`src/dwm_pkg.sv`:
```
// shared constants and types for the write-mask / clock-enable link
package dwm_pkg;
  // data width fixed at the sixteen-bit organization, two byte lanes
  localparam int DQ_W           = 16;
  localparam int MASK_W         = 2;
  localparam int BYTE_W         = 8;
  localparam int BANK_ROW_W     = 4;
  localparam int ROW_W          = 16;
  // row cycle time after self refresh recovery, in ns, rounded up to link cycles
  localparam int ROW_CYCLE_NS   = 70;
  localparam int LINK_PERIOD_NS = 125;
  localparam int ROW_CYCLE_CYC  =
    (ROW_CYCLE_NS + LINK_PERIOD_NS - 1) / LINK_PERIOD_NS;
  // self refresh exit delay the controller keeps, in link cycles
  localparam int SR_EXIT_CYC    = 10;
  // controller clock divider: half period in clk cycles
  localparam int LINK_HALF_DIV  = 6;
  localparam logic [3:0] DIV_LAST = 4'h5;
  localparam logic [3:0] SR_EXIT_LAST = 4'h9;
  localparam logic [3:0] ROW_CYC_LAST = 4'(ROW_CYCLE_CYC - 1);

  // command encodings {cs_n, ras_n, cas_n, we_n}
  localparam logic [3:0] CMD_DESELECT = 4'h8;
  localparam logic [3:0] CMD_NOP      = 4'h7;
  localparam logic [3:0] CMD_ACTIVE   = 4'h3;
  localparam logic [3:0] CMD_READ     = 4'h5;
  localparam logic [3:0] CMD_WRITE    = 4'h4;
  localparam logic [3:0] CMD_BST      = 4'h6;
  localparam logic [3:0] CMD_PRE      = 4'h2;
  localparam logic [3:0] CMD_SELF     = 4'h1;

  typedef enum logic [2:0] {
    DWM_IDLE, DWM_ACTIVE, DWM_PWRDN, DWM_SELFREF, DWM_SR_RECOV
  } dwm_state_t;

  typedef enum logic [2:0] {
    DWM_REQ_NONE, DWM_REQ_WRITE, DWM_REQ_READ, DWM_REQ_PWRDN,
    DWM_REQ_SELF, DWM_REQ_WAKE
  } dwm_req_t;
endpackage

```
`src/dwm_link_if.sv`:
```
// link between memory controller and memory device
`timescale 1ns/100ps
`default_nettype none
interface dwm_link_if;
  logic        link_clk;     // controller-made link clock
  logic        clk_en;       // clock enable
  logic [3:0]  cmd;          // {cs_n, ras_n, cas_n, we_n}
  logic [3:0]  row_addr;     // row / column address
  logic [15:0] dq_ctl;       // write data from controller
  logic        dq_ctl_oe;
  logic [15:0] dq_dev;       // read data from device
  logic        dq_dev_oe;
  logic        lower_byte_write_mask;
  logic        upper_byte_write_mask;
  modport ctl (output link_clk, clk_en, cmd, row_addr, dq_ctl, dq_ctl_oe,
               lower_byte_write_mask, upper_byte_write_mask,
               input dq_dev, dq_dev_oe);
  modport dev (input link_clk, clk_en, cmd, row_addr, dq_ctl, dq_ctl_oe,
               lower_byte_write_mask, upper_byte_write_mask,
               output dq_dev, dq_dev_oe);
endinterface
`default_nettype wire

```
`src/dwm_controller.sv`:
```
// memory controller end: link clock, enable and write masks
`timescale 1ns/100ps
`default_nettype none
module dwm_controller
  import dwm_pkg::*;
(
  // system clock and reset
  input  wire logic             clk,
  input  wire logic             arst_n,
  // user request
  input  wire logic             req_valid,
  input  wire dwm_req_t         req_kind,
  input  wire logic [3:0]       req_addr,
  input  wire logic [DQ_W-1:0]  req_data,
  input  wire logic [1:0]       req_block,
  output logic                  req_ready,
  // link
  dwm_link_if.ctl               lnk
);
  typedef enum logic [2:0] {
    CS_RUN, CS_ACT, CS_DATA, CS_LOW, CS_WAKE, CS_WAIT
  } dwm_cstate_t;

  dwm_cstate_t         st_r, st_nxt;
  logic [3:0]          div_r, div_nxt;
  logic                lclk_r, lclk_nxt;
  logic                cke_r, cke_nxt;
  logic [3:0]          cmd_r, cmd_nxt;
  logic [3:0]          addr_r, addr_nxt;
  logic [DQ_W-1:0]     dq_r, dq_nxt;
  logic                oe_r, oe_nxt;
  logic [1:0]          msk_r, msk_nxt;
  logic [3:0]          cnt_r, cnt_nxt;
  dwm_req_t            kind_r, kind_nxt;
  logic                rdy_r, rdy_nxt;
  logic [1:0]          blk_r, blk_nxt;
  logic                fall;
  logic                pre_fall;

  // link edges change on the falling half so the device sees stable pins
  assign fall = (div_r == DIV_LAST) && lclk_r;
  // ready stands only on the edge that lowers the link clock, so a request
  // taken there is the one the fall branch sees; a kind that state does not act on is dropped
  assign pre_fall = (div_r == DIV_LAST - 4'h1) && lclk_r;

  always_comb
  begin
    div_nxt  = (div_r == DIV_LAST) ? 4'h0 : div_r + 4'h1;
    lclk_nxt = (div_r == DIV_LAST) ? !lclk_r : lclk_r;
    st_nxt   = st_r;
    cke_nxt  = cke_r;
    cmd_nxt  = cmd_r;
    addr_nxt = addr_r;
    dq_nxt   = dq_r;
    oe_nxt   = oe_r;
    msk_nxt  = msk_r;
    cnt_nxt  = cnt_r;
    kind_nxt = kind_r;
    rdy_nxt  = pre_fall && (st_r == CS_RUN || st_r == CS_LOW);
    blk_nxt  = blk_r;
    if (fall)
    begin
      cmd_nxt = CMD_NOP;
      oe_nxt  = 1'b0;
      msk_nxt = 2'h3;
      case (st_r)
        CS_RUN:
        begin
          if (req_valid && rdy_r)
          begin
            kind_nxt = req_kind;
            addr_nxt = req_addr;
            // data and masks captured when taken, not read later
            dq_nxt   = req_data;
            blk_nxt  = req_block;
            if (req_kind == DWM_REQ_WRITE || req_kind == DWM_REQ_READ)
            begin
              cmd_nxt = CMD_ACTIVE;
              st_nxt  = CS_ACT;
            end
            else if (req_kind == DWM_REQ_PWRDN)
            begin
              cke_nxt = 1'b0;
              st_nxt  = CS_LOW;
            end
            else if (req_kind == DWM_REQ_SELF)
            begin
              cmd_nxt = CMD_SELF;                     // banks idle here
              cke_nxt = 1'b0;
              st_nxt  = CS_LOW;
            end
          end
        end
        CS_ACT:
        begin
          cmd_nxt = (kind_r == DWM_REQ_WRITE) ? CMD_WRITE : CMD_READ;
          msk_nxt = blk_r;
          st_nxt  = CS_DATA;
        end
        CS_DATA:
        begin
          // data and masks on the beat after the write; never stopped
          if (kind_r == DWM_REQ_WRITE)
            oe_nxt = 1'b1;
          else
            msk_nxt = 2'h0;
          if (kind_r == DWM_REQ_WRITE)
            msk_nxt = msk_r;
          cmd_nxt = CMD_PRE;
          st_nxt  = CS_RUN;
        end
        CS_LOW:
        begin
          // enable held low, nop only, until a wake request
          if (req_valid && rdy_r && req_kind == DWM_REQ_WAKE)
          begin
            cnt_nxt = 4'h0;
            st_nxt  = CS_WAKE;
          end
        end
        CS_WAKE:
        begin
          // clock has toggled at least one full cycle while low
          cke_nxt = 1'b1;
          st_nxt  = CS_WAIT;
        end
        CS_WAIT:
        begin
          // exit delay covers self refresh and its recovery
          if (cnt_r == SR_EXIT_LAST)
            st_nxt = CS_RUN;
          else
            cnt_nxt = cnt_r + 4'h1;
        end
        default:
          st_nxt = CS_RUN;
      endcase
    end
  end

  always_ff @(posedge clk or negedge arst_n)
  begin
    if (!arst_n)
    begin
      st_r   <= CS_RUN;
      div_r  <= 4'h0;
      lclk_r <= 1'b0;
      cke_r  <= 1'b1;
      cmd_r  <= CMD_DESELECT;
      addr_r <= 4'h0;
      dq_r   <= 16'h0000;
      oe_r   <= 1'b0;
      msk_r  <= 2'h3;
      blk_r  <= 2'h3;
      cnt_r  <= 4'h0;
      kind_r <= DWM_REQ_NONE;
      rdy_r  <= 1'b0;
    end
    else
    begin
      st_r   <= st_nxt;
      div_r  <= div_nxt;
      lclk_r <= lclk_nxt;
      cke_r  <= cke_nxt;
      cmd_r  <= cmd_nxt;
      addr_r <= addr_nxt;
      dq_r   <= dq_nxt;
      oe_r   <= oe_nxt;
      msk_r  <= msk_nxt;
      blk_r  <= blk_nxt;
      cnt_r  <= cnt_nxt;
      kind_r <= kind_nxt;
      rdy_r  <= rdy_nxt;
    end
  end

  assign lnk.link_clk              = lclk_r;
  assign lnk.clk_en                = cke_r;
  assign lnk.cmd                   = cmd_r;
  assign lnk.row_addr              = addr_r;
  assign lnk.dq_ctl                = dq_r;
  assign lnk.dq_ctl_oe             = oe_r;
  assign lnk.lower_byte_write_mask = msk_r[0];
  assign lnk.upper_byte_write_mask = msk_r[1];
  assign req_ready                 = rdy_r;
endmodule
`default_nettype wire

```
`src/flat_wrapper.sv`:
```
// flat-port wrapper written by rule: the top's interface ports become plain ports
module dwm_controller_flat import dwm_pkg::*;
  (clk, arst_n, req_valid, req_kind, req_addr, req_data, req_block, req_ready, lnk_link_clk, lnk_clk_en, lnk_cmd, lnk_row_addr, lnk_dq_ctl, lnk_dq_ctl_oe, lnk_lower_byte_write_mask, lnk_upper_byte_write_mask, lnk_dq_dev, lnk_dq_dev_oe);
  dwm_link_if lnk_i ();
  input  wire logic clk;
  input  wire logic arst_n;
  input  wire logic req_valid;
  input  wire dwm_req_t req_kind;
  input  wire logic [3:0] req_addr;
  input  wire logic [DQ_W-1:0] req_data;
  input  wire logic [1:0] req_block;
  output logic req_ready;
  output wire logic [$bits(lnk_i.link_clk)-1:0] lnk_link_clk;
  output wire logic [$bits(lnk_i.clk_en)-1:0] lnk_clk_en;
  output wire logic [$bits(lnk_i.cmd)-1:0] lnk_cmd;
  output wire logic [$bits(lnk_i.row_addr)-1:0] lnk_row_addr;
  output wire logic [$bits(lnk_i.dq_ctl)-1:0] lnk_dq_ctl;
  output wire logic [$bits(lnk_i.dq_ctl_oe)-1:0] lnk_dq_ctl_oe;
  output wire logic [$bits(lnk_i.lower_byte_write_mask)-1:0] lnk_lower_byte_write_mask;
  output wire logic [$bits(lnk_i.upper_byte_write_mask)-1:0] lnk_upper_byte_write_mask;
  input wire logic [$bits(lnk_i.dq_dev)-1:0] lnk_dq_dev;
  input wire logic [$bits(lnk_i.dq_dev_oe)-1:0] lnk_dq_dev_oe;
  assign lnk_link_clk = lnk_i.link_clk;
  assign lnk_clk_en = lnk_i.clk_en;
  assign lnk_cmd = lnk_i.cmd;
  assign lnk_row_addr = lnk_i.row_addr;
  assign lnk_dq_ctl = lnk_i.dq_ctl;
  assign lnk_dq_ctl_oe = lnk_i.dq_ctl_oe;
  assign lnk_lower_byte_write_mask = lnk_i.lower_byte_write_mask;
  assign lnk_upper_byte_write_mask = lnk_i.upper_byte_write_mask;
  assign lnk_i.dq_dev = lnk_dq_dev;
  assign lnk_i.dq_dev_oe = lnk_dq_dev_oe;
  dwm_controller u_core (.clk(clk), .arst_n(arst_n), .req_valid(req_valid), .req_kind(req_kind), .req_addr(req_addr), .req_data(req_data), .req_block(req_block), .req_ready(req_ready), .lnk(lnk_i));
endmodule
```
`config.mk`:
```
export PLATFORM = sky130hd
export DESIGN_NAME = dwm_controller_flat
export DESIGN_NICKNAME = d
export VERILOG_FILES = /design/src/dwm_pkg.sv /design/src/dwm_link_if.sv /design/src/dwm_controller.sv /design/src/flat_wrapper.sv
export SDC_FILE = /design/constraint.sdc
export NUM_CORES = 1
export LEC_CHECK = 0
export BUFFER_PORTS_ARGS = -buffer_cell sky130_fd_sc_hd__buf_2
export CAP_MARGIN = 10
export CELL_PAD_IN_SITES_DETAIL_PLACEMENT = 0
export CELL_PAD_IN_SITES_GLOBAL_PLACEMENT = 1
export CORE_AREA = 10 10 84 86
export CTS_CLUSTER_SIZE = 8
export DETAILED_ROUTE_END_ITERATION = 7
export DIE_AREA = 0 0 94 96
export HOLD_SLACK_MARGIN = 0.03
export PLACE_DENSITY_LB_ADDON = 0.1
export SLEW_MARGIN = 10
export SYNTH_ARGS = -nofsm -noshare
export SYNTH_HDL_FRONTEND = slang
export SYNTH_SLANG_ARGS = --single-unit
```
`constraint.sdc`:
```
create_clock -name clk -period 5.59 [get_ports clk]
set_input_delay 0.2795 -clock clk [delete_from_list [all_inputs] [get_ports clk]]
set_output_delay 0.2795 -clock clk [all_outputs]
set_load 0.03 [all_outputs]
```
# Word level (Yosys, flattened, before mapping)
# Index checks and enable logic that the tools add are counted.
# word_totals
inputBits	45
n_memories	0
romBits	0
wordCells	79
ff_bits	46
latchBits	0
output_inout_bits	30
mem_bits_rw	0
# op_classes
n_addsub	2
n_mul	0
n_mux	26
reduce_logical	16
bitwise	0
shift	0
div	0
n_eq_ne	22
n_lt_le_gt_ge	0
# ops
cell	n
4-bit two-way mux	6
3-bit two-way mux	7
3-bit one-hot mux with 5 select lines	1
3-bit by 2-bit equality test with 1-bit output (second input constant)	4
3-bit equality test (second input constant)	4
4-bit one-hot mux with 3 select lines	1
2-bit inequality test (second input constant)	5
5-bit AND reduction	2
3-bit by 1-bit equality test with 1-bit output (second input constant)	3
4-bit by 1-bit adder with 4-bit output (second input constant)	2
4-bit by 3-bit equality test with 1-bit output (second input constant)	2
4-bit one-hot mux with 2 select lines	1
1-bit two-way mux	7
1-bit logical AND	5
4-bit equality test (second input constant)	1
4-bit inequality test (second input constant)	1
2-bit one-hot mux with 2 select lines	1
4-bit AND reduction	1
2-bit nonzero test	2
3-bit zero test	1
3-bit inequality test (second input constant)	1
3-bit AND reduction	1
1-bit logical OR	2
2-bit two-way mux	1
other kinds (4)	4

# Depth between registers and ports, before layout
# Gate-level depths: netlist of run 1.
# logic_depth
word_depth	6
ltp_mapped	6
ltp_nobuf	6

# Least setup slack after synthesis of run 1
# OpenSTA, ideal clock, no wires.
# synth_timing
path_kind	register -> register
start	register u_core.div_r[1]
end	register u_core.kind_r[0]
t_arrival_ns	1.714
n_path_buf	1
setup_ns	0.125
setup_slack_ns	3.751
synth_period_minus_slack_ns	1.839
stages_incl_launch_ff	6
required_time_ns	5.465
path_cell_list	dfrtp_1 -> nor3b_4 -> nand3_2 -> nor3_4 -> buf_12 -> mux2_4
# synth_between
elab_chain_len	3
# synth_rtl
element	line_no	source
from (decl)	dwm_controller.sv:25	logic [3:0] div_r, div_nxt;
from (signal assigned)	dwm_controller.sv:162	div_r <= div_nxt;
4-bit by 3-bit equality test with 1-bit output	dwm_controller.sv:41	assign fall = (div_r == DIV_LAST) && lclk_r;
1-bit logical AND	dwm_controller.sv:41	
3-bit AND reduction (no source line)	n/a	
to (signal assigned)	dwm_controller.sv:172	kind_r <= kind_nxt;
to (decl)	dwm_controller.sv:34	dwm_req_t kind_r, kind_nxt;
# No other way between the ends.
# A chain may end at the register's enable or synchronous reset.

# Worst setup path after layout of run 1
# layout_timing
start	register u_core.div_r[1]
end	register u_core.dq_r[5] (netlist: u_core.lnk.dq_ctl[5])
# layout_between
elab_chain_len	3
# layout_rtl
element	line_no	source
4-bit by 3-bit equality test with 1-bit output	dwm_controller.sv:41	
1-bit logical AND	dwm_controller.sv:41	
3-bit AND reduction (no source line)	n/a	
to (signal assigned)	dwm_controller.sv:167	dq_r <= dq_nxt;
to (decl)	dwm_controller.sv:30	logic [DQ_W-1:0] dq_r, dq_nxt;
# No other way between the ends.

==> run_results.csv, run 1 <==
group,metric,value,unit
status,run_status,"completed",
placed_design,gp_routability_congestion,0.721,
synthesis,yosys_warnings,0,
power_and_ir_drop,leakagePower,1.27,nW
global_routing,grt_start_max_net_pins,47,
clocking,holdBufCountCts,0,
floorplan,die-width,94,µm
synthesis,post_synth_num_cell_types,45,
cells_and_area,nNetsFinal,274,
detailed_routing,post_drt_via_cell_ratio,5.06,
detailed_routing,wl_per_cell,15.8,µm
cells_and_area,antennaDiodeCount,0,
timing,final_setup_vio_count,0,
power_and_ir_drop,power_density,214,nW/µm²
worst_hold_path,worstHoldPathType,"input port to asynchronous set/reset pin",
synthesis,post_synth_instance_area,2210,µm²
floorplan,rows,27,
timing,finalClockSkew,5.21,ps
critical_path,critical_path.max_fanout,25,
cells_and_area,non_filler_cells_in_the_finished_layout,300,
timing,maxSlewHeadroom,32.4,%
synthesis,synthSimpleGateAreaFrac,14.1,%
detailed_routing,routed_wire_length,4730,µm
clocking,cts-buffers-inserted,5,
cells_and_area,areaGrowthSynthToFinish,17.9,%
global_routing,grt_pass1_vias,1642,
detailed_routing,remaining_drc_errors,0,
power_and_ir_drop,cell_internal_pwr,0.000441,W
clocking,cts_tree,"done",
synthesis,synth_register_bits,46,
synthesis,synth_ff_type,"dfrtp_1",
clocking,cts_root_buffer,"clkbuf_8",
critical_path,timing.critical_path.to_type,"flip-flop",
clocking,cts_post_setup_buffers_inserted,0,
critical_path,cp_data_arrival_time,2410,ps
global_routing,wire_length_of_the_first_global_routing_pass,8150,µm
critical_path,timing.setup.critical_path_class,"flip-flop to flip-flop",
critical_path,worstPathRequired,5770,ps
power_and_ir_drop,power_frac_clock,36.7,%
synthesis,synth_xor_area_share,1.58,%
clocking,post_cts_resize_count,0,
critical_path,start_kind,"flip-flop",
synthesis,largest_family_of_logic_cells_by_synthesized_area,"multiplexers",
floorplan,floorplan.die_area,9020,µm²
global_routing,global_route.overflow_total,0,
run,cap_violations,0,
floorplan,coreArea,5410,µm²
clocking,cts_buffer_depth,2,
clocking,clock-sinks,46,
clocking,clk_pin_slew_worst_paths,80,ps
power_and_ir_drop,comb_power_share,3.7,%
clocking,cts-htree-levels,2,
timing,rsz0062_at_grt,"false",
synthesis,syn_inst,171,
power_and_ir_drop,total_switching_power,0.000118,W
power_and_ir_drop,total_power,0.000559,W
synthesis,synth_compound_area_share,7.35,%
timing,totalNegativeSetupSlack,0,ps
timing,timing_hold_violations_final,0,
detailed_routing,final_antenna_net_count,0,
detailed_routing,first_iter_violations,68,
cells_and_area,final.fill_count,508,
timing,max_clock_freq,448,MHz
synthesis,syn_area_per_cell,12.9,µm²
synthesis,synth-edff-count,0,
placed_design,dpl-instance-area,2520,µm²
detailed_routing,drtPass1Iterations,4,
clocking,worst_skew_pair.late_latency,290,ps
synthesis,synthesis.nets,218,
placed_design,detailedPlacementHpwl,3490,µm
synthesis,yosys.area_share.adder,1.13,%
timing,hold-worst-slack,149,ps
global_routing,grt_usage,11.4,%
cells_and_area,final_layout_size_suffix_gt1_share,49.1,%
global_routing,antenna_found_initial,0,
timing,drv_slew,0,
synthesis,muxShareOfSynthArea,19.2,%
cells_and_area,final_cell_area,2610,µm²
placed_design,port-buffer-count,57,
floorplan,initial_core_utilization,40.9,%
timing,layout_min_cycle_time,2230,ps
power_and_ir_drop,switching_share,21.1,%
detailed_routing,via_count,1518,
timing,timing_worst_slew_pin_value,1010,ps
placed_design,placed_cells,292,
power_and_ir_drop,worst_ir_drop_vdd,0.000113,V
floorplan,die_h,96,µm
floorplan,design.portCount,75,
synthesis,async_reset_ff_share,100,%
synthesis,synth_seq_area_share,52.3,%
power_and_ir_drop,power_frac_seq,59.6,%
timing,fin_crit_sh,40.0,%
## stage by stage
step	setup WS, ps	util [%]
final	3360	48.3
after floorplan	3750	-
after detailed placement	3360	46.6
after CTS	3350	48.3
after global routing	3200	48.3
after global placement	3420	46.6
## flip-flops by register name, indices dropped and copies added, names as in the netlist, 3 cells and up
register,count
u_core.lnk.dq_ctl,16
u_core.cnt_r,4
u_core.div_r,4
u_core.lnk.cmd,4
u_core.lnk.row_addr,4
u_core.kind_r,3
u_core.st_r,3
## synthesized netlist by cell type, drive strengths merged, types with 3 or more instances
cell type	count	area share (%)
nand3	3	0.90
clkbuf	3	0.51
nor2	13	2.2
nand2	5	0.85
dfstp	6	7.1
o21ai	7	1.6
nor3b	3	1.5
buf	6	3.0
a21oi	4	1.1
nor3	5	1.6
xnor2	4	1.6
or3	3	0.85
dfrtp	40	45
mux2	31	19
inv	5	0.85
nor2b	4	1.1
## path summary, 6_finish.rpt
kind	from	endpoint	slack (ps)	cells after the start
setup reg to reg	u_core.div_r[1]	u_core.lnk.dq_ctl[5]	3360	5
max in group asynchronous	arst_n	u_core.div_r[0]	4800	1
hold reg to reg	u_core.lnk.cmd[3]	u_core.lnk.cmd[3]	500	1
setup / recovery	u_core.div_r[1]	u_core.lnk.dq_ctl[5]	3360	5
min in group clk	req_data[2]	u_core.lnk.dq_ctl[2]	210	2
hold / removal	arst_n	u_core.cnt_r[1]	150	1
## power groups by stage
stage	logic, W	clock network (W)	registers [W]
after global routing	0.0000239	0.000229	0.000333
final	0.0000207	0.000205	0.000333
after detailed placement	0.0000215	0	0.000339
after global placement	0.0000205	0	0.000339
after CTS	0.0000216	0.000215	0.000333
after floorplan	0.00000351	0	0.000339
## placed cells by master, fill, tap and decap left out, types with 3 or more instances in the layout
cell type | synthesis | routed
a21oi_1 | 3 | 3
buf_2 | 3 | 57
clkbuf_8 | 0 | 6
dfrtp_1 | 40 | 40
dfstp_2 | 6 | 6
inv_1 | 5 | 5
mux2_2 | 11 | 11
mux2_4 | 20 | 20
nand2_1 | 5 | 5
nor2_1 | 13 | 13
nor2b_1 | 4 | 4
nor3_1 | 4 | 4
o21ai_0 | 7 | 7
or3_1 | 3 | 3
xnor2_1 | 4 | 4
## area by class of cell
cell class	instances	area [µm²]	share of cell area (%)
clock buffer	7	86.3	3.31
clock inverter	1	5.00	0.192
inverter	5	18.8	0.719
multi-input combinational	111	958	36.7
sequential	46	1160	44.4
tap	72	90.1	3.45
timing repair buffer	58	293	11.2
## worst max-delay path, stage by stage, from the launching register on
cell     delay, ps
dfrtp_1        460
nor3b_4        290
nand3_2        300
nor3_4         250
buf_4          400
mux2_2         390
## per-layer routing
| metal | vias to the layer above | global-route usage, % | share of wire, % |
|---|---|---|---|
| li1 | 715 | - | - |
| met1 | 761 | 12.9 | 42 |
| met2 | 36 | 18.7 | 49 |
| met3 | 6 | 5.06 | 8.2 |
| met4 | 0 | 4.05 | 1.3 |
| met5 | - | 0 | 0 |
## kinds of logic (layout without fill, tap and decap cells)
kind of cell	count (synthesis)	count (layout)
and+or+nand+nor	50	50
adders and majority gates	2	2
muxes	31	31
DFF	46	46
buffers and inverters	14	71
xor gates and xnor gates	4	4
AOI/OAI and AO/OA	24	24
No activity file was read; power rests on OpenSTA's default activity.
==> run 2: changes to the inputs <==
- CORE_AREA: 10 10 84 86 -> 10 10 87 89
- DIE_AREA: 0 0 94 96 -> 0 0 97 99
- clock period: 5.59 -> 2.1 ns (I/O delays scaled with it)
==> run 2 against run 1 <==
Effect of this change: critical path type unchanged; critical endpoint is now u_core.lnk.dq_ctl[8]; via count is 1.1% higher; cell count grew 5.3%; die area is 6.4% higher; worst hold slack worse by 110 ps.
==> run_results.csv, run 2 (synthesized netlist as in run 1, its figures left out) <==
group,metric,value,unit
timing,timing_hold_violations_final,0,
critical_path,timing.critical_path.to_type,"flip-flop",
critical_path,worstPathRequired,2280,ps
timing,setup_slack,207,ps
detailed_routing,remaining_drc_errors,0,
critical_path,start_kind,"flip-flop",
floorplan,die-width,97,µm
global_routing,wire_length_of_the_first_global_routing_pass,8420,µm
cells_and_area,fin_util,46.9,%
timing,drv_slew,0,
floorplan,die_h,99,µm
global_routing,antenna_found_initial,0,
floorplan,floorplan.die_area,9600,µm²
power_and_ir_drop,power_density,547,nW/µm²
placed_design,port-buffer-count,57,
power_and_ir_drop,worst_ir_drop_vdd,0.000308,V
cells_and_area,max_reg_flops,16,
status,run_status,"completed",
detailed_routing,wl_per_cell,15.6,µm
cells_and_area,areaGrowthSynthToFinish,23.9,%
timing,final_setup_vio_count,0,
placed_design,gp_routability_congestion,0.797,
run,cap_violations,0,
global_routing,grt_pass1_vias,1726,
clocking,cts-htree-levels,2,
power_and_ir_drop,leakagePower,1.33,nW
placed_design,dpl-instance-area,2580,µm²
detailed_routing,routed_wire_length,4930,µm
cells_and_area,final_common_cell,"buf_2",
floorplan,coreArea,5850,µm²
clocking,clk_pin_slew_worst_paths,80,ps
clocking,cts-buffers-inserted,5,
critical_path,rrSetupSlack,210,ps
floorplan,design.portCount,75,
placed_design,detailedPlacementHpwl,3740,µm
critical_path,timing.setup.critical_path_class,"flip-flop to flip-flop",
global_routing,global_route.overflow_total,0,
detailed_routing,first_iter_violations,30,
clocking,clock-sinks,46,
cells_and_area,nNetsFinal,287,
critical_path,critical_path.max_fanout,25,
timing,layout_min_cycle_time,1890,ps
critical_path,cp_data_arrival_time,2070,ps
timing,finalClockSkew,8.52,ps
clocking,worst_skew_pair.late_latency,290,ps
detailed_routing,final_antenna_net_count,0,
clocking,cts_buffer_depth,2,
clocking,cts_post_setup_buffers_inserted,0,
floorplan,initial_core_utilization,37.8,%
detailed_routing,drtPass1Iterations,4,
timing,maxSlewHeadroom,68.6,%
cells_and_area,final_cell_area,2740,µm²
clocking,cts_tree,"done",
cells_and_area,antennaDiodeCount,0,
cells_and_area,layout_common_cells,"57 x buf_2, 40 x dfrtp_1, 20 x mux2_4",
detailed_routing,post_drt_via_cell_ratio,4.85,
timing,totalNegativeSetupSlack,0,ps
clocking,cts_root_buffer,"clkbuf_8",
detailed_routing,via_count,1534,
timing,rsz0062_at_grt,"false",
cells_and_area,final.fill_count,527,
floorplan,rows,28,
placed_design,place_worst_setup_slack,208,ps
global_routing,grt_usage,10.4,%
timing,timing_worst_slew_pin_value,471,ps
timing,max_clock_freq,528,MHz
cells_and_area,final_layout_size_suffix_gt1_share,49.0,%
timing,fin_crit_sh,90.1,%
global_routing,grt_start_max_net_pins,26,
worst_hold_path,worstHoldPathType,"input port to flip-flop",
-- run 2: changes by cell type in the layout (fill, tap and decap cells not counted) --
cell and delta:
dlygate4sd3_1 +7, buf_12 +1, buf_4 +5
-- run 2: worst paths after layout --
| kind | startpoint | end | cells after the start |
|---|---|---|---|
| setup / recovery | u_core.div_r[1] | u_core.lnk.dq_ctl[8] | 5 |
| setup reg to reg | u_core.div_r[1] | u_core.lnk.dq_ctl[8] | 5 |
| min in group asynchronous | arst_n | u_core.cnt_r[2] | 2 |
| hold / removal | req_data[1] | u_core.lnk.dq_ctl[1] | 2 |
| hold reg to reg | u_core.lnk.cmd[3] | u_core.lnk.cmd[3] | 1 |
| max in group asynchronous | arst_n | u_core.lnk.clk_en | 3 |
-- run 2: final cells by class --
cell class	count	area, µm²	area share [%]
Inverter	5	18.8	0.685
Multi-Input combinational cell	111	958	35.0
Clock buffer	7	86.3	3.15
Sequential cell	46	1160	42.3
Timing Repair Buffer	71	420	15.3
Clock inverter	1	5.00	0.183
Tap cell	75	93.8	3.42
-- run 2: through the flow --
step | power (W) | std cells | hold slack, ps
CTS | 0.00153 | 316 | 31.1
global placement | 0.000960 | 301 | 87.9
floorplan | 0.000912 | 171 | -191
global route | 0.00157 | 316 | 30.4
detailed placement | 0.000962 | 301 | 96.4
finish | 0.00150 | 316 | 40.8
-- run 2: what timing repair did --
| item | in CTS | in global routing |
|---|---|---|
| hold buffers | 7 | 0 |
| resized for setup | 0 | 0 |
| hold endpoints to repair | 24 | 0 |
-- run 2: where the power goes --
group          leakage [nW]  switching [W]  internal [W]
Combinational         0.697      0.0000344     0.0000331
Sequential            0.581              0      0.000885
Clock                0.0482       0.000281      0.000266
-- run 2: layer usage --
layer	GRT usage (%)	vias to the layer above	part of all wire [%]
met1	11.9	747	44
li1	-	745	-
met5	0	-	0
met4	3.06	0	0
met3	3.56	0	5.8
met2	18.1	42	50
-- run 2: worst max-delay path, cell delays in order (launching register included) --
cell and delay (ps):
dfrtp_1 460, nor3b_4 240, nand3_2 200, nor3_4 270, buf_12 240, mux2_2 360
==> run 3: changes to the inputs <==
- CORE_AREA: 10 10 87 89 -> 2 2 79 81
- DIE_AREA: 0 0 97 99 -> 0 0 81 83
==> run 3 against run 2 <==
Effect of this change: clock power is 2% higher; clock-buffer cell count is 1 lower; wire length is 4.9% lower; critical path type unchanged; critical endpoint is now u_core.lnk.dq_ctl[7]; largest power group unchanged.
==> run_results.csv, run 3 (synthesized netlist as in run 1, its figures left out) <==
group,metric,value,unit
clocking,cts-htree-levels,2,
timing,timing_hold_violations_final,0,
power_and_ir_drop,leakagePower,1.38,nW
timing,max_clock_freq,524,MHz
floorplan,die_h,83,µm
detailed_routing,via_count,1602,
detailed_routing,drtPass1Iterations,4,
power_and_ir_drop,power_frac_seq,57.8,%
cells_and_area,final_layout_size_suffix_gt1_share,47.0,%
critical_path,worst_r2r_startpoint,"u_core.div_r[1]",
power_and_ir_drop,total_power,0.00153,W
cells_and_area,antennaDiodeCount,0,
clocking,cts_root_buffer,"clkbuf_8",
timing,rsz0062_at_grt,"false",
critical_path,critical_path.max_fanout,25,
clocking,cts_buffer_depth,2,
global_routing,grt_pass1_vias,1724,
floorplan,coreArea,5820,µm²
clocking,clock-sinks,46,
critical_path,crit_slowest_cell,"dfrtp_1",
cells_and_area,layout_common_cells,"57 x buf_2, 40 x dfrtp_1, 20 x mux2_4",
critical_path,worstPathRequired,2290,ps
timing,timing_worst_slew_pin_value,434,ps
placed_design,gp_routability_congestion,0.799,
floorplan,rows,28,
detailed_routing,final_antenna_net_count,0,
cells_and_area,nNetsFinal,299,
floorplan,design.portCount,75,
critical_path,worst_setup_path_endpoint,"u_core.lnk.dq_ctl[7]",
timing,maxSlewHeadroom,71.0,%
critical_path,cp_data_arrival_time,2100,ps
clocking,cts_tree,"done",
global_routing,grt_usage,15.3,%
placed_design,port-buffer-count,57,
run,cap_violations,0,
floorplan,initial_core_utilization,38.1,%
power_and_ir_drop,switching_share,21.8,%
clocking,clk_pin_slew_worst_paths,90,ps
detailed_routing,wl_per_cell,14.3,µm
cells_and_area,final_common_cell,"buf_2",
power_and_ir_drop,cell_internal_pwr,0.00120,W
detailed_routing,post_drt_via_cell_ratio,4.88,
power_and_ir_drop,power_density,534,nW/µm²
detailed_routing,remaining_drc_errors,0,
timing,layout_min_cycle_time,1910,ps
timing,final_setup_vio_count,0,
placed_design,placed_cells,301,
global_routing,global_route.overflow_total,0,
critical_path,timing.setup.critical_path_class,"flip-flop to flip-flop",
clocking,worst_skew_pair.late_latency,300,ps
critical_path,cp.buffers_inverters,1,
critical_path,worstSetupPathDepth,5,
critical_path,timing.critical_path.to_type,"flip-flop",
timing,finalClockSkew,4.51,ps
clocking,cts-buffers-inserted,5,
timing,drv_slew,0,
critical_path,start_kind,"flip-flop",
cells_and_area,non_filler_cells_in_the_finished_layout,328,
cells_and_area,areaGrowthSynthToFinish,29.5,%
critical_path,worst_r2r_endpoint,"u_core.lnk.dq_ctl[7]",
detailed_routing,first_iter_violations,37,
power_and_ir_drop,comb_power_share,5.6,%
critical_path,cp-startpoint,"u_core.div_r[1]",
timing,totalNegativeSetupSlack,0,ps
status,run_status,"completed",
floorplan,die-width,81,µm
global_routing,antenna_found_initial,0,
critical_path,cells_on_worst_reg2reg_path,5,
detailed_routing,routed_wire_length,4690,µm
global_routing,wire_length_of_the_first_global_routing_pass,7990,µm
critical_path,rrSetupSlack,190,ps
placed_design,detailedPlacementHpwl,3370,µm
power_and_ir_drop,power_frac_clock,36.6,%
critical_path,delay_heaviest_family_cp,"simple AND/OR/NAND/NOR gates",
critical_path,critical-path-max-stage-delay,460,ps
power_and_ir_drop,total_switching_power,0.000333,W
global_routing,grt_start_max_net_pins,26,
timing,fin_crit_sh,90.9,%
critical_path,critical_path.cell_chain,"nor3b_4, nand3_2, nor3_4, buf_12, mux2_2",
cells_and_area,max_reg_flops,16,
floorplan,floorplan.die_area,6720,µm²
power_and_ir_drop,worst_ir_drop_vdd,0.000290,V
worst_hold_path,worstHoldPathType,"input port to flip-flop",
[run 3: repair_timing]
item                                   in CTS  in global routing
hold buffers                               19                  0
buffers inserted                            0                  0
setup endpoints to repair                   0                  0
resized for setup                           0                  0
endpoints found under the hold margin      33                  0
[run 3: metal layers]
metal | vias to the layer above | GRT usage (%) | part of all wire, %
met5 | - | 0 | 0
met4 | 0 | 5.55 | 1.9
met3 | 9 | 3.59 | 4.4
met2 | 46 | 25.6 | 51
met1 | 781 | 19.0 | 43
li1 | 766 | - | -
[run 3: area by class of cell]
type,instances,area (µm²)
Clock buffer,6,82.6
Multi-Input combinational cell,111,958
Tap cell,75,93.8
Sequential cell,46,1160
Timing Repair Buffer,83,541
Inverter,5,18.8
Clock inverter,2,12.5
Fill cell,530,2950
[run 3: metrics by stage]
| stage | util, % | cell area [µm²] | setup slack (ps) | hold WS [ps] |
|---|---|---|---|---|
| 4_1_cts | 49.3 | 2870 | 169 | 32.1 |
| 6_report | 49.3 | 2870 | 190 | 46.9 |
| 3_3_place_gp | 44.4 | 2580 | 251 | 58.9 |
| 5_1_grt | 49.3 | 2870 | 81.2 | 33.0 |
| 3_5_place_dp | 44.4 | 2580 | 191 | 70.0 |
| 2_1_floorplan | - | 2210 | 261 | -191 |
[run 3: worst reg2reg max path, cell delays in order, from the launching register on]
cell     delay (ps)
dfrtp_1         460
nor3b_4         250
nand3_2         200
nor3_4          290
buf_12          250
mux2_2          370
[run 3: worst min path at each step]
stage,from,end,slack [ps],depth (start not counted)
after floorplan,arst_n,u_core.cnt_r[0],-190,0
after global routing,req_block[1],u_core.blk_r[1],30,2
after global placement,arst_n,u_core.cnt_r[3],60,1
after CTS,req_data[15],u_core.lnk.dq_ctl[15],30,2
after detailed placement,arst_n,u_core.cnt_r[3],70,1
final,req_data[7],u_core.lnk.dq_ctl[7],50,2
[run 3: power groups by stage]
stage                     combinational [W]  sequential, W  clock [W]
final                             0.0000855       0.000885   0.000560
after global routing              0.0000947       0.000886   0.000625
after CTS                         0.0000860       0.000886   0.000596
after detailed placement          0.0000590       0.000903          0
after global placement            0.0000567       0.000903          0
after floorplan                  0.00000934       0.000903          0
